--- src/design/amc_pkg.sv ---
// Package of constants and types for the asynchronous memory port controller.
package amc_pkg;

    // ****************************************************************
    // Widths and pin encodings
    // ****************************************************************
    localparam int ADDR_W       = 23;
    localparam int DIE_ADDR_W   = 21;
    localparam int DATA_W       = 8;
    localparam int DIE_N        = 4;
    localparam int DIE_SEL_HI   = 22;
    localparam int DIE_SEL_LO   = 21;
    localparam logic [3:0] SEL_NONE = 4'hf;

    // ****************************************************************
    // Timing, in nanoseconds (wake in microseconds, power-up in milliseconds), and the clock period
    // ****************************************************************
    localparam int CLK_NS        = 4;
    localparam int ACCESS_NS     = 50;
    localparam int WRITE_NS      = 50;
    localparam int WAKE_US       = 100;
    localparam int POWERUP_MS    = 2;
    localparam int ACCESS_CYC    = (ACCESS_NS + CLK_NS - 1) / CLK_NS;
    localparam int WRITE_CYC     = (WRITE_NS + CLK_NS - 1) / CLK_NS;
    localparam int WAKE_CYC      = (WAKE_US * 1000 + CLK_NS - 1) / CLK_NS;
    localparam int POWERUP_CYC   = (POWERUP_MS * 1000000 + CLK_NS - 1) / CLK_NS;
    localparam int CNT_W         = 20;
    localparam logic [CNT_W-1:0] CNT_ONE = 20'h00001;

    typedef enum logic [1:0] {
        AMC_CMD_READ,
        AMC_CMD_WRITE,
        AMC_CMD_SLEEP,
        AMC_CMD_WAKE
    } amc_cmd_t;

    // Die number for the two top address bits under the global select.
    function automatic logic [1:0] amc_die_of(input logic [1:0] top);
        case (top)
            2'h0:    amc_die_of = 2'h0;
            2'h1:    amc_die_of = 2'h1;
            2'h2:    amc_die_of = 2'h3;
            default: amc_die_of = 2'h2;
        endcase
    endfunction : amc_die_of

endpackage : amc_pkg

--- src/design/amc_timer_if.sv ---
// Interface between the controller and its wait timer.
`timescale 1ns/100ps
interface amc_timer_if;
    logic                          load;
    logic [amc_pkg::CNT_W-1:0]     count;
    logic                          done;
    modport ctrl  (output load, output count, input done);
    modport timer (input load, input count, output done);
endinterface : amc_timer_if

--- src/design/amc_timer.sv ---
// Down-counting wait timer for the controller.
`timescale 1ns/100ps
module amc_timer (
    input  wire logic   i_clk,
    input  wire logic   i_rst,
    amc_timer_if.timer  tmr
);
    logic [amc_pkg::CNT_W-1:0] cnt_reg;
    logic [amc_pkg::CNT_W-1:0] cnt_next;

    always_comb
    begin
        cnt_next = cnt_reg;
        if (tmr.load)
        begin
            cnt_next = tmr.count;
        end
        else if (cnt_reg != '0)
        begin
            cnt_next = cnt_reg - amc_pkg::CNT_ONE;
        end
    end

    always_ff @(posedge i_clk or posedge i_rst)
    begin
        if (i_rst)
        begin
            cnt_reg <= '0;
        end
        else
        begin
            cnt_reg <= cnt_next;
        end
    end

    assign tmr.done = (cnt_reg == '0) && !tmr.load;
endmodule : amc_timer

--- src/design/amc_host.sv ---
// Host controller that drives the asynchronous byte-wide memory module pins.
//
// How it works
// Global select uses top bits for die
// Never drive two die selects low
// Low address bits pick byte in die
// Sleep_reset high makes device ignore inputs
// Nothing selected: device idles, bus floats
// Device floats bus unless gate low, strobe high
// Read needs strobe high and gate low
// Sample data after access time from last change
// Address reads spaced by read cycle time
// Select read holds address, gate, strobe
// Write: strobe low, host drives the data
// Device stores check bits on every write
// Multi error flag sampled in valid window
// Flag is open drain, pulled up outside
// Touch every die before trusting the flag
// Selects high, drop sleep, wait 100 us
// Hold selects and strobe high 2 ms
// Never combine global and die selects
`timescale 1ns/100ps
module amc_host #(
    parameter int POWERUP_CYCLES = amc_pkg::POWERUP_CYC,
    parameter int WAKE_CYCLES    = amc_pkg::WAKE_CYC,
    parameter int ACCESS_CYCLES  = amc_pkg::ACCESS_CYC,
    parameter int WRITE_CYCLES   = amc_pkg::WRITE_CYC
) (
    input  wire logic                          i_clk,
    input  wire logic                          i_rst,
    input  wire logic                          i_req_valid,
    output logic                               o_req_ready,
    input  wire amc_pkg::amc_cmd_t             i_req_cmd,
    input  wire logic                          i_req_global,
    input  wire logic [amc_pkg::ADDR_W-1:0]    i_req_addr,
    input  wire logic [amc_pkg::DATA_W-1:0]    i_req_wdata,
    output logic                               o_rsp_valid,
    output logic [amc_pkg::DATA_W-1:0]         o_rsp_rdata,
    output logic                               o_rsp_multi_err,
    output logic                               o_flag_trusted,
    output logic [amc_pkg::ADDR_W-1:0]         o_addr,
    output logic [amc_pkg::DIE_N-1:0]          o_die_select_n,
    output logic                               o_global_select_n,
    output logic                               o_write_strobe_n,
    output logic                               o_output_gate_n,
    output logic                               o_sleep_reset,
    input  wire logic [amc_pkg::DATA_W-1:0]    i_dq,
    output logic [amc_pkg::DATA_W-1:0]         o_dq,
    output logic                               o_dq_oe,
    input  wire logic                          i_multi_error_flag
);
    // ****************************************************************
    // State and registers
    // ****************************************************************
    typedef enum logic [2:0] {
        AMC_POWERUP,
        AMC_INIT,
        AMC_IDLE,
        AMC_READ,
        AMC_WRITE,
        AMC_RECOVER,
        AMC_SLEEP,
        AMC_WAKE
    } amc_state_t;

    amc_state_t                      st_reg, st_next;
    logic [amc_pkg::ADDR_W-1:0]      addr_reg, addr_next;
    logic [amc_pkg::DIE_N-1:0]       sel_n_reg, sel_n_next;
    logic                            gsel_n_reg, gsel_n_next;
    logic                            we_n_reg, we_n_next;
    logic                            oe_n_reg, oe_n_next;
    logic                            sleep_reg, sleep_next;
    logic [amc_pkg::DATA_W-1:0]      wdat_reg, wdat_next;
    logic                            dq_oe_reg, dq_oe_next;
    logic                            rv_reg, rv_next;
    logic [amc_pkg::DATA_W-1:0]      rdat_reg, rdat_next;
    logic                            merr_reg, merr_next;
    logic [amc_pkg::DIE_N-1:0]       seen_reg, seen_next;
    logic [1:0]                      die_reg, die_next;
    logic                            start_reg;

    amc_timer_if tif();

    amc_timer u_timer (
        .i_clk (i_clk),
        .i_rst (i_rst),
        .tmr   (tif)
    );

    // ****************************************************************
    // Next-state logic
    // ****************************************************************
    always_comb
    begin
        st_next     = st_reg;
        addr_next   = addr_reg;
        sel_n_next  = sel_n_reg;
        gsel_n_next = gsel_n_reg;
        we_n_next   = we_n_reg;
        oe_n_next   = oe_n_reg;
        sleep_next  = sleep_reg;
        wdat_next   = wdat_reg;
        dq_oe_next  = dq_oe_reg;
        rv_next     = 1'b0;
        rdat_next   = rdat_reg;
        merr_next   = merr_reg;
        seen_next   = seen_reg;
        die_next    = die_reg;
        tif.load    = 1'b0;
        tif.count   = '0;
        case (st_reg)
            AMC_POWERUP:
            begin
                // Startup hold high
                if (start_reg)
                begin
                    tif.load = 1'b1;
                    tif.count = amc_pkg::CNT_W'(POWERUP_CYCLES);
                end
                else if (tif.done)
                begin
                    st_next = AMC_INIT;
                    die_next = 2'h0;
                end
            end
            AMC_INIT:
            begin
                // Touch each die
                if (sel_n_reg == amc_pkg::SEL_NONE)
                begin
                    sel_n_next = ~(4'h1 << die_reg);
                    oe_n_next = 1'b0;
                    tif.load = 1'b1;
                    tif.count = amc_pkg::CNT_W'(ACCESS_CYCLES);
                end
                else if (tif.done)
                begin
                    sel_n_next = amc_pkg::SEL_NONE;
                    oe_n_next = 1'b1;
                    seen_next = seen_reg | ~sel_n_reg;
                    die_next = die_reg + 2'h1;
                    if (die_reg == 2'h3)
                    begin
                        st_next = AMC_IDLE;
                    end
                end
            end
            AMC_IDLE:
            begin
                if (i_req_valid)
                begin
                    addr_next = i_req_addr;
                    wdat_next = i_req_wdata;
                    case (i_req_cmd)
                        amc_pkg::AMC_CMD_SLEEP:
                        begin
                            // Enter sleep
                            sleep_next = 1'b1;
                            seen_next = '0;
                            st_next = AMC_SLEEP;
                        end
                        amc_pkg::AMC_CMD_WAKE:
                        begin
                            st_next = AMC_IDLE;
                        end
                        default:
                        begin
                            // One select style only
                            if (i_req_global)
                            begin
                                // Top bits pick die
                                gsel_n_next = 1'b0;
                                seen_next = seen_reg | (4'h1 << amc_pkg::amc_die_of(
                                    i_req_addr[amc_pkg::DIE_SEL_HI:amc_pkg::DIE_SEL_LO]));
                            end
                            else
                            begin
                                // One-hot die select
                                sel_n_next = ~(4'h1 << i_req_addr[amc_pkg::DIE_SEL_HI:
                                    amc_pkg::DIE_SEL_LO]);
                                seen_next = seen_reg | ~sel_n_next;
                            end
                            tif.load = 1'b1;
                            if (i_req_cmd == amc_pkg::AMC_CMD_WRITE)
                            begin
                                // Write drives data
                                we_n_next = 1'b0;
                                dq_oe_next = 1'b1;
                                tif.count = amc_pkg::CNT_W'(WRITE_CYCLES);
                                st_next = AMC_WRITE;
                            end
                            else
                            begin
                                // Read with gate low
                                oe_n_next = 1'b0;
                                tif.count = amc_pkg::CNT_W'(ACCESS_CYCLES);
                                st_next = AMC_READ;
                            end
                        end
                    endcase
                end
            end
            AMC_READ:
            begin
                // Sample after access
                if (tif.done)
                begin
                    rv_next = 1'b1;
                    rdat_next = i_dq;
                    // Low flag, valid window
                    merr_next = !i_multi_error_flag;
                    sel_n_next = amc_pkg::SEL_NONE;
                    gsel_n_next = 1'b1;
                    oe_n_next = 1'b1;
                    st_next = AMC_RECOVER;
                end
            end
            AMC_WRITE:
            begin
                // End write on strobe
                if (tif.done)
                begin
                    we_n_next = 1'b1;
                    st_next = AMC_RECOVER;
                end
            end
            AMC_RECOVER:
            begin
                // Space cycles apart
                sel_n_next = amc_pkg::SEL_NONE;
                gsel_n_next = 1'b1;
                dq_oe_next = 1'b0;
                st_next = AMC_IDLE;
            end
            AMC_SLEEP:
            begin
                if (i_req_valid && i_req_cmd == amc_pkg::AMC_CMD_WAKE)
                begin
                    // Release then wait
                    sleep_next = 1'b0;
                    tif.load = 1'b1;
                    tif.count = amc_pkg::CNT_W'(WAKE_CYCLES);
                    st_next = AMC_WAKE;
                end
            end
            default:
            begin
                if (tif.done)
                begin
                    die_next = 2'h0;
                    st_next = AMC_INIT;
                end
            end
        endcase
    end

    // ****************************************************************
    // Registers
    // ****************************************************************
    always_ff @(posedge i_clk or posedge i_rst)
    begin
        if (i_rst)
        begin
            st_reg     <= AMC_POWERUP;
            addr_reg   <= '0;
            sel_n_reg  <= amc_pkg::SEL_NONE;
            gsel_n_reg <= 1'b1;
            we_n_reg   <= 1'b1;
            oe_n_reg   <= 1'b1;
            sleep_reg  <= 1'b0;
            wdat_reg   <= '0;
            dq_oe_reg  <= 1'b0;
            rv_reg     <= 1'b0;
            rdat_reg   <= '0;
            merr_reg   <= 1'b0;
            seen_reg   <= '0;
            die_reg    <= 2'h0;
        end
        else
        begin
            st_reg     <= st_next;
            addr_reg   <= addr_next;
            sel_n_reg  <= sel_n_next;
            gsel_n_reg <= gsel_n_next;
            we_n_reg   <= we_n_next;
            oe_n_reg   <= oe_n_next;
            sleep_reg  <= sleep_next;
            wdat_reg   <= wdat_next;
            dq_oe_reg  <= dq_oe_next;
            rv_reg     <= rv_next;
            rdat_reg   <= rdat_next;
            merr_reg   <= merr_next;
            seen_reg   <= seen_next;
            die_reg    <= die_next;
        end
    end

    // The power-up wait starts from reset: the timer loads on the first cycle.
    always_ff @(posedge i_clk or posedge i_rst)
    begin
        if (i_rst)
        begin
            start_reg <= 1'b1;
        end
        else
        begin
            start_reg <= 1'b0;
        end
    end

    assign o_req_ready       = (st_reg == AMC_IDLE) || (st_reg == AMC_SLEEP);
    assign o_rsp_valid       = rv_reg;
    assign o_rsp_rdata       = rdat_reg;
    assign o_rsp_multi_err   = merr_reg;
    assign o_flag_trusted    = (seen_reg == amc_pkg::SEL_NONE);
    assign o_addr            = addr_reg;
    assign o_die_select_n    = sel_n_reg;
    assign o_global_select_n = gsel_n_reg;
    assign o_write_strobe_n  = we_n_reg;
    assign o_output_gate_n   = oe_n_reg;
    assign o_sleep_reset     = sleep_reg;
    assign o_dq              = wdat_reg;
    assign o_dq_oe           = dq_oe_reg;
endmodule : amc_host

--- config.mk ---
export PLATFORM = sky130hd
export DESIGN_NAME = amc_host
export DESIGN_NICKNAME = d
export VERILOG_FILES = /design/src/design/amc_pkg.sv /design/src/design/amc_timer_if.sv /design/src/design/amc_timer.sv /design/src/design/amc_host.sv
export SDC_FILE = /design/constraint.sdc
export NUM_CORES = 1
export LEC_CHECK = 0
export BUFFER_PORTS_ARGS = -buffer_cell sky130_fd_sc_hd__buf_2
export CAP_MARGIN = 20
export CORE_UTILIZATION = 47
export DETAILED_ROUTE_END_ITERATION = 10
export GPL_ROUTABILITY_DRIVEN = 0
export GPL_TIMING_DRIVEN = 1
export PLACE_DENSITY = 0.71
export SYNTH_ARGS = -nofsm -noshare
export SYNTH_HDL_FRONTEND = slang
export SYNTH_SLANG_ARGS = --single-unit
--- constraint.sdc ---
create_clock -name i_clk -period 2.6 [get_ports i_clk]
set_clock_uncertainty 0.1 [all_clocks]
set_input_delay 0.26 -clock i_clk [delete_from_list [all_inputs] [get_ports i_clk]]
set_output_delay 0.26 -clock i_clk [all_outputs]
set_load 0.02 [all_outputs]
==> results.txt <==
The flow ran to the end, and the final reports show no timing, DRC or antenna violations. By area the synthesized netlist is led by dfrtp_1, mux2_2, dfstp_2. The maximum fanout encountered on the critical timing path came out at 5. In this run the deepest clock path goes through 2 buffers.

In this run, the combinational gates consume 11.3% of the power. In this run the tightest slew margin relative to its limit is 67.1%. Counting every sink on the clock net gives 80. The root buffer cell chosen for the clock tree is clkbuf_8. The cell count after synthesis came out at 403. In the post-synthesis netlist, the cell with the most instances is dfrtp_1. The distinct cell type count of the synthesized netlist came out at 62. Measured in cells, the most critical reg-to-reg path has a length of 5. The depth of the worst hold-timing path came out at 2. The tool flagged a number of max-cap violations equal to 0.

The critical path depth is 5. The via count of the first global-routing pass came to 3423. The number of antenna violations at the first check in global routing is 0. The number of diodes is 0.

The die area came out at 9320 um^2. Wire segments on met3 add up to 698 um in the final route. STA classifies the critical path endpoint as a flop. The remaining design rule violation count is 0.

The number of enable-type register cells in the synthesized netlist came out at 0. Dividing the detail-routed wire length by the instance count gives 16.0 um. For this design the static power due to leakage is 2.60 nW.

The switching power total came out at 715 uW. The slew of the pin with the lowest slew margin is 0.481 ns. Summing all placed instances gives a cell area of 4960 um^2. The largest incremental delay on the critical path came out at 0.62 ns.

The top cell type's share of synthesized area came out at 42.9%. The placeable core area came out at 8680 um^2. The mean instance size in the synthesized netlist came out at 10.4 um^2. For this configuration, the core starts out at a cell density of 48.4%. The half-perimeter wire length after placement came out at 7.22 mm. The category of the critical setup timing path is reg2reg.

Global routing consumed, over all layers together, 23.7% of the routing resources. The clock input transition at the sequential cells of the worst setup and hold paths is 0.09 ns. The sequential share of power is 50.9%. The post-CTS repair timing setup buffer count came out at 0.

The final max-slew violation count came out at 0. The data required time at the worst endpoint is 2.75 ns. The global-route wire length before repair came out at 16.7 mm. The largest net degree at the start of global routing came out at 81. The final worst-path cycle share is 94.3%.

The post-route cell area came out at 5190 um^2. The aggregate routed wire length is 10.2 mm. In this run the top signal layer used is met4. The via count of the routed design came out at 3601. The path category of the worst min-delay check is in2reg. The most common flop cell mapped by yosys is dfrtp_1. Summing all flip-flop and latch instances after layout gives 2010 um^2. Dividing total power by cell area gives a power density of 496 nW/um^2. The CTS tree is done. The number of nets in the layout came out at 580. The overall die height came out at 96.5 um. Across the VDD grid, the largest voltage drop is 0.331 mV. In this run, synthesis produced a sequential element count of 80. The worst setup path is launched from a flop. The average vias per placed instance came out at 5.65. The part of the Yosys area used for sequential elements came out at 47.9%. Summed over all nets, wire length on met2 after detailed routing comes to 4.72 mm. Across all setup checks in the final design, the least slack found is 0.147 ns. For this run, the number of Yosys warnings is 0. For this block, wires on met1 add up to 4.61 mm. The post-route setup TNS came out at 0 ns.

The post-synth design cell area came out at 4200 um^2. After layout, the minimum clock period comes to 2.45 ns. The post-route netlist has 39.5% of its cells at a drive strength greater than 1. Per report_power, the clock group accounts for 37.8% of the total.

The number of detailed-route iterations in the first pass came out at 6. The internal power of the cells is 1.86 mW. The number of flip-flops in the largest register is 23. The biggest area contributor in the post-synthesis netlist is dfrtp_1. Walking the worst path, the cells encountered are nor4_4 > nand2_2 > or4_4 > a31o_1 > or4_1.

The filler cell count in the final layout is 742. The critical path contains buffers and inverters numbering 0 combined. In this run the remaining antenna-violating nets after routing total 0. The setup slack at placement came out at 0.0788 ns. In this run the number of H-tree levels came out at 3. The global route total overflow came out at 0. The number of buffers added on ports came out at 97. The reg-to-reg setup timing slack came out at 0.15 ns.

Of the total power, the share spent switching nets is 27.8%. The largest individual stage delay along the critical path comes from the cell or4_4. The die boundary width came out at 96.5 um. The initial detailed-routing violation count is 269.

The number of failing setup endpoints in the final timing report came out at 0. The insertion delay to the later sink of the worst-skew pair is 0.36 ns. The post-synthesis to final-layout area growth came out at 23.6%. The number of buffers inserted during clock tree synthesis is 9. The total area of multi-input combinational cells is 2040 um^2. The arrival time at the worst endpoint is 2.60 ns.

Of all flip-flops after synthesis, the portion carrying an async set or reset was 100%. Setup repair after global routing left no endpoint under its margin. The total I/O pin count came out at 98. The total nets after synthesis is 459.

The commonest cells after synthesis are dfrtp_1, mux2_2, a21oi_1, nor2_1, nand2_1. The family of cells with the greatest summed delay on the critical path is simple AND/OR/NAND/NOR gates. The maximum clock frequency is 0.408 GHz. The final number of hold-violating endpoints is 0. The number of core rows came out at 34.
power by group through the flow:
stage / Combinational, mW / Clock (mW) / Sequential [mW]
floorplan: 0.174 / 0 / 1.33
global placement: 0.282 / 0 / 1.33
detailed placement: 0.288 / 0 / 1.34
CTS: 0.292 / 0.990 / 1.31
global route: 0.330 / 1.04 / 1.32
finish: 0.291 / 0.973 / 1.31
routing by layer:
metal	track usage (%)	vias up
li1	-	1710
met1	32.9	1727
met2	35.2	151
met3	6.73	13
met4	8.70	0
met5	0	-
worst reg2reg max path, delay by kind of cell, from the launching register on:
| family | cells | cell delay (ns) |
|---|---|---|
| DFF | 1 | 0.44 |
| AOI/OAI and AO/OA | 1 | 0.24 |
| and+or+nand+nor | 4 | 1.56 |
area by class of cell:
type / instances / share of cell area (%)
clock buffer: 9 / 2.39
multi-input combinational: 290 / 39.3
sequential: 80 / 38.8
tap: 108 / 2.60
inverter: 13 / 0.940
clock inverter: 7 / 1.54
timing repair buffer: 130 / 14.5
stage by stage:
step	std cells	utilization [%]	hold slack (ns)	power, mW
after floorplan	403	-	0.262	1.50
after global placement	618	57.1	0.288	1.61
after detailed placement	618	57.1	0.289	1.62
after CTS	636	59.7	0.000629	2.59
after global routing	637	59.8	0.00449	2.69
final	637	59.8	0.0195	2.57
logic make-up (layout without fill, tap and decap cells):
family	Yosys count	in the layout	synth area share, %
compound gates	93	93	14.1
fa+ha+maj	10	10	2.98
flops	80	80	47.9
other cells	1	1	0.0893
mux	42	42	11.2
xor+xnor	11	11	2.29
simple gates	132	133	17.7
buf+inv	34	159	3.72
final timing paths:
kind	from	to
max in group asynchronous	i_rst	o_die_select_n[3]
worst min-delay path	i_dq[0]	o_rsp_rdata[0]
worst min register to register	o_dq[2]	o_dq[2]
worst max-delay path	u_timer.cnt_reg[10]	st_reg[2]
worst max register to register	u_timer.cnt_reg[10]	st_reg[2]
min in group asynchronous	i_rst	o_addr[2]
repair_timing:
item / 4_1_cts / 5_1_grt
resized for setup: 0 / 1
hold endpoints to repair: 73 / 0
hold buffers: 2 / 0
endpoints found under the setup margin: 0 / 11
cell usage in the layout, fill, tap and decap left out, drive strengths merged, types with 3 or more instances in the layout:
master   count
nand2b       3
nor2b        6
nand3       10
a31oi        3
clkinv       3
a211oi       4
nand4        9
clkbuf       9
o221ai       6
xnor2        8
nor4         7
nor3        14
mux2i        3
a2bb2oi      4
a22oi        3
dfstp        8
a21oi       30
and2         4
xor2         3
ha          10
or3b         3
buf        128
o21ai       23
nor2        31
or4          4
inv         15
nor3b        6
and4         3
dfrtp       72
mux2        39
nand2       26
(Power assumes the default switching activity.)
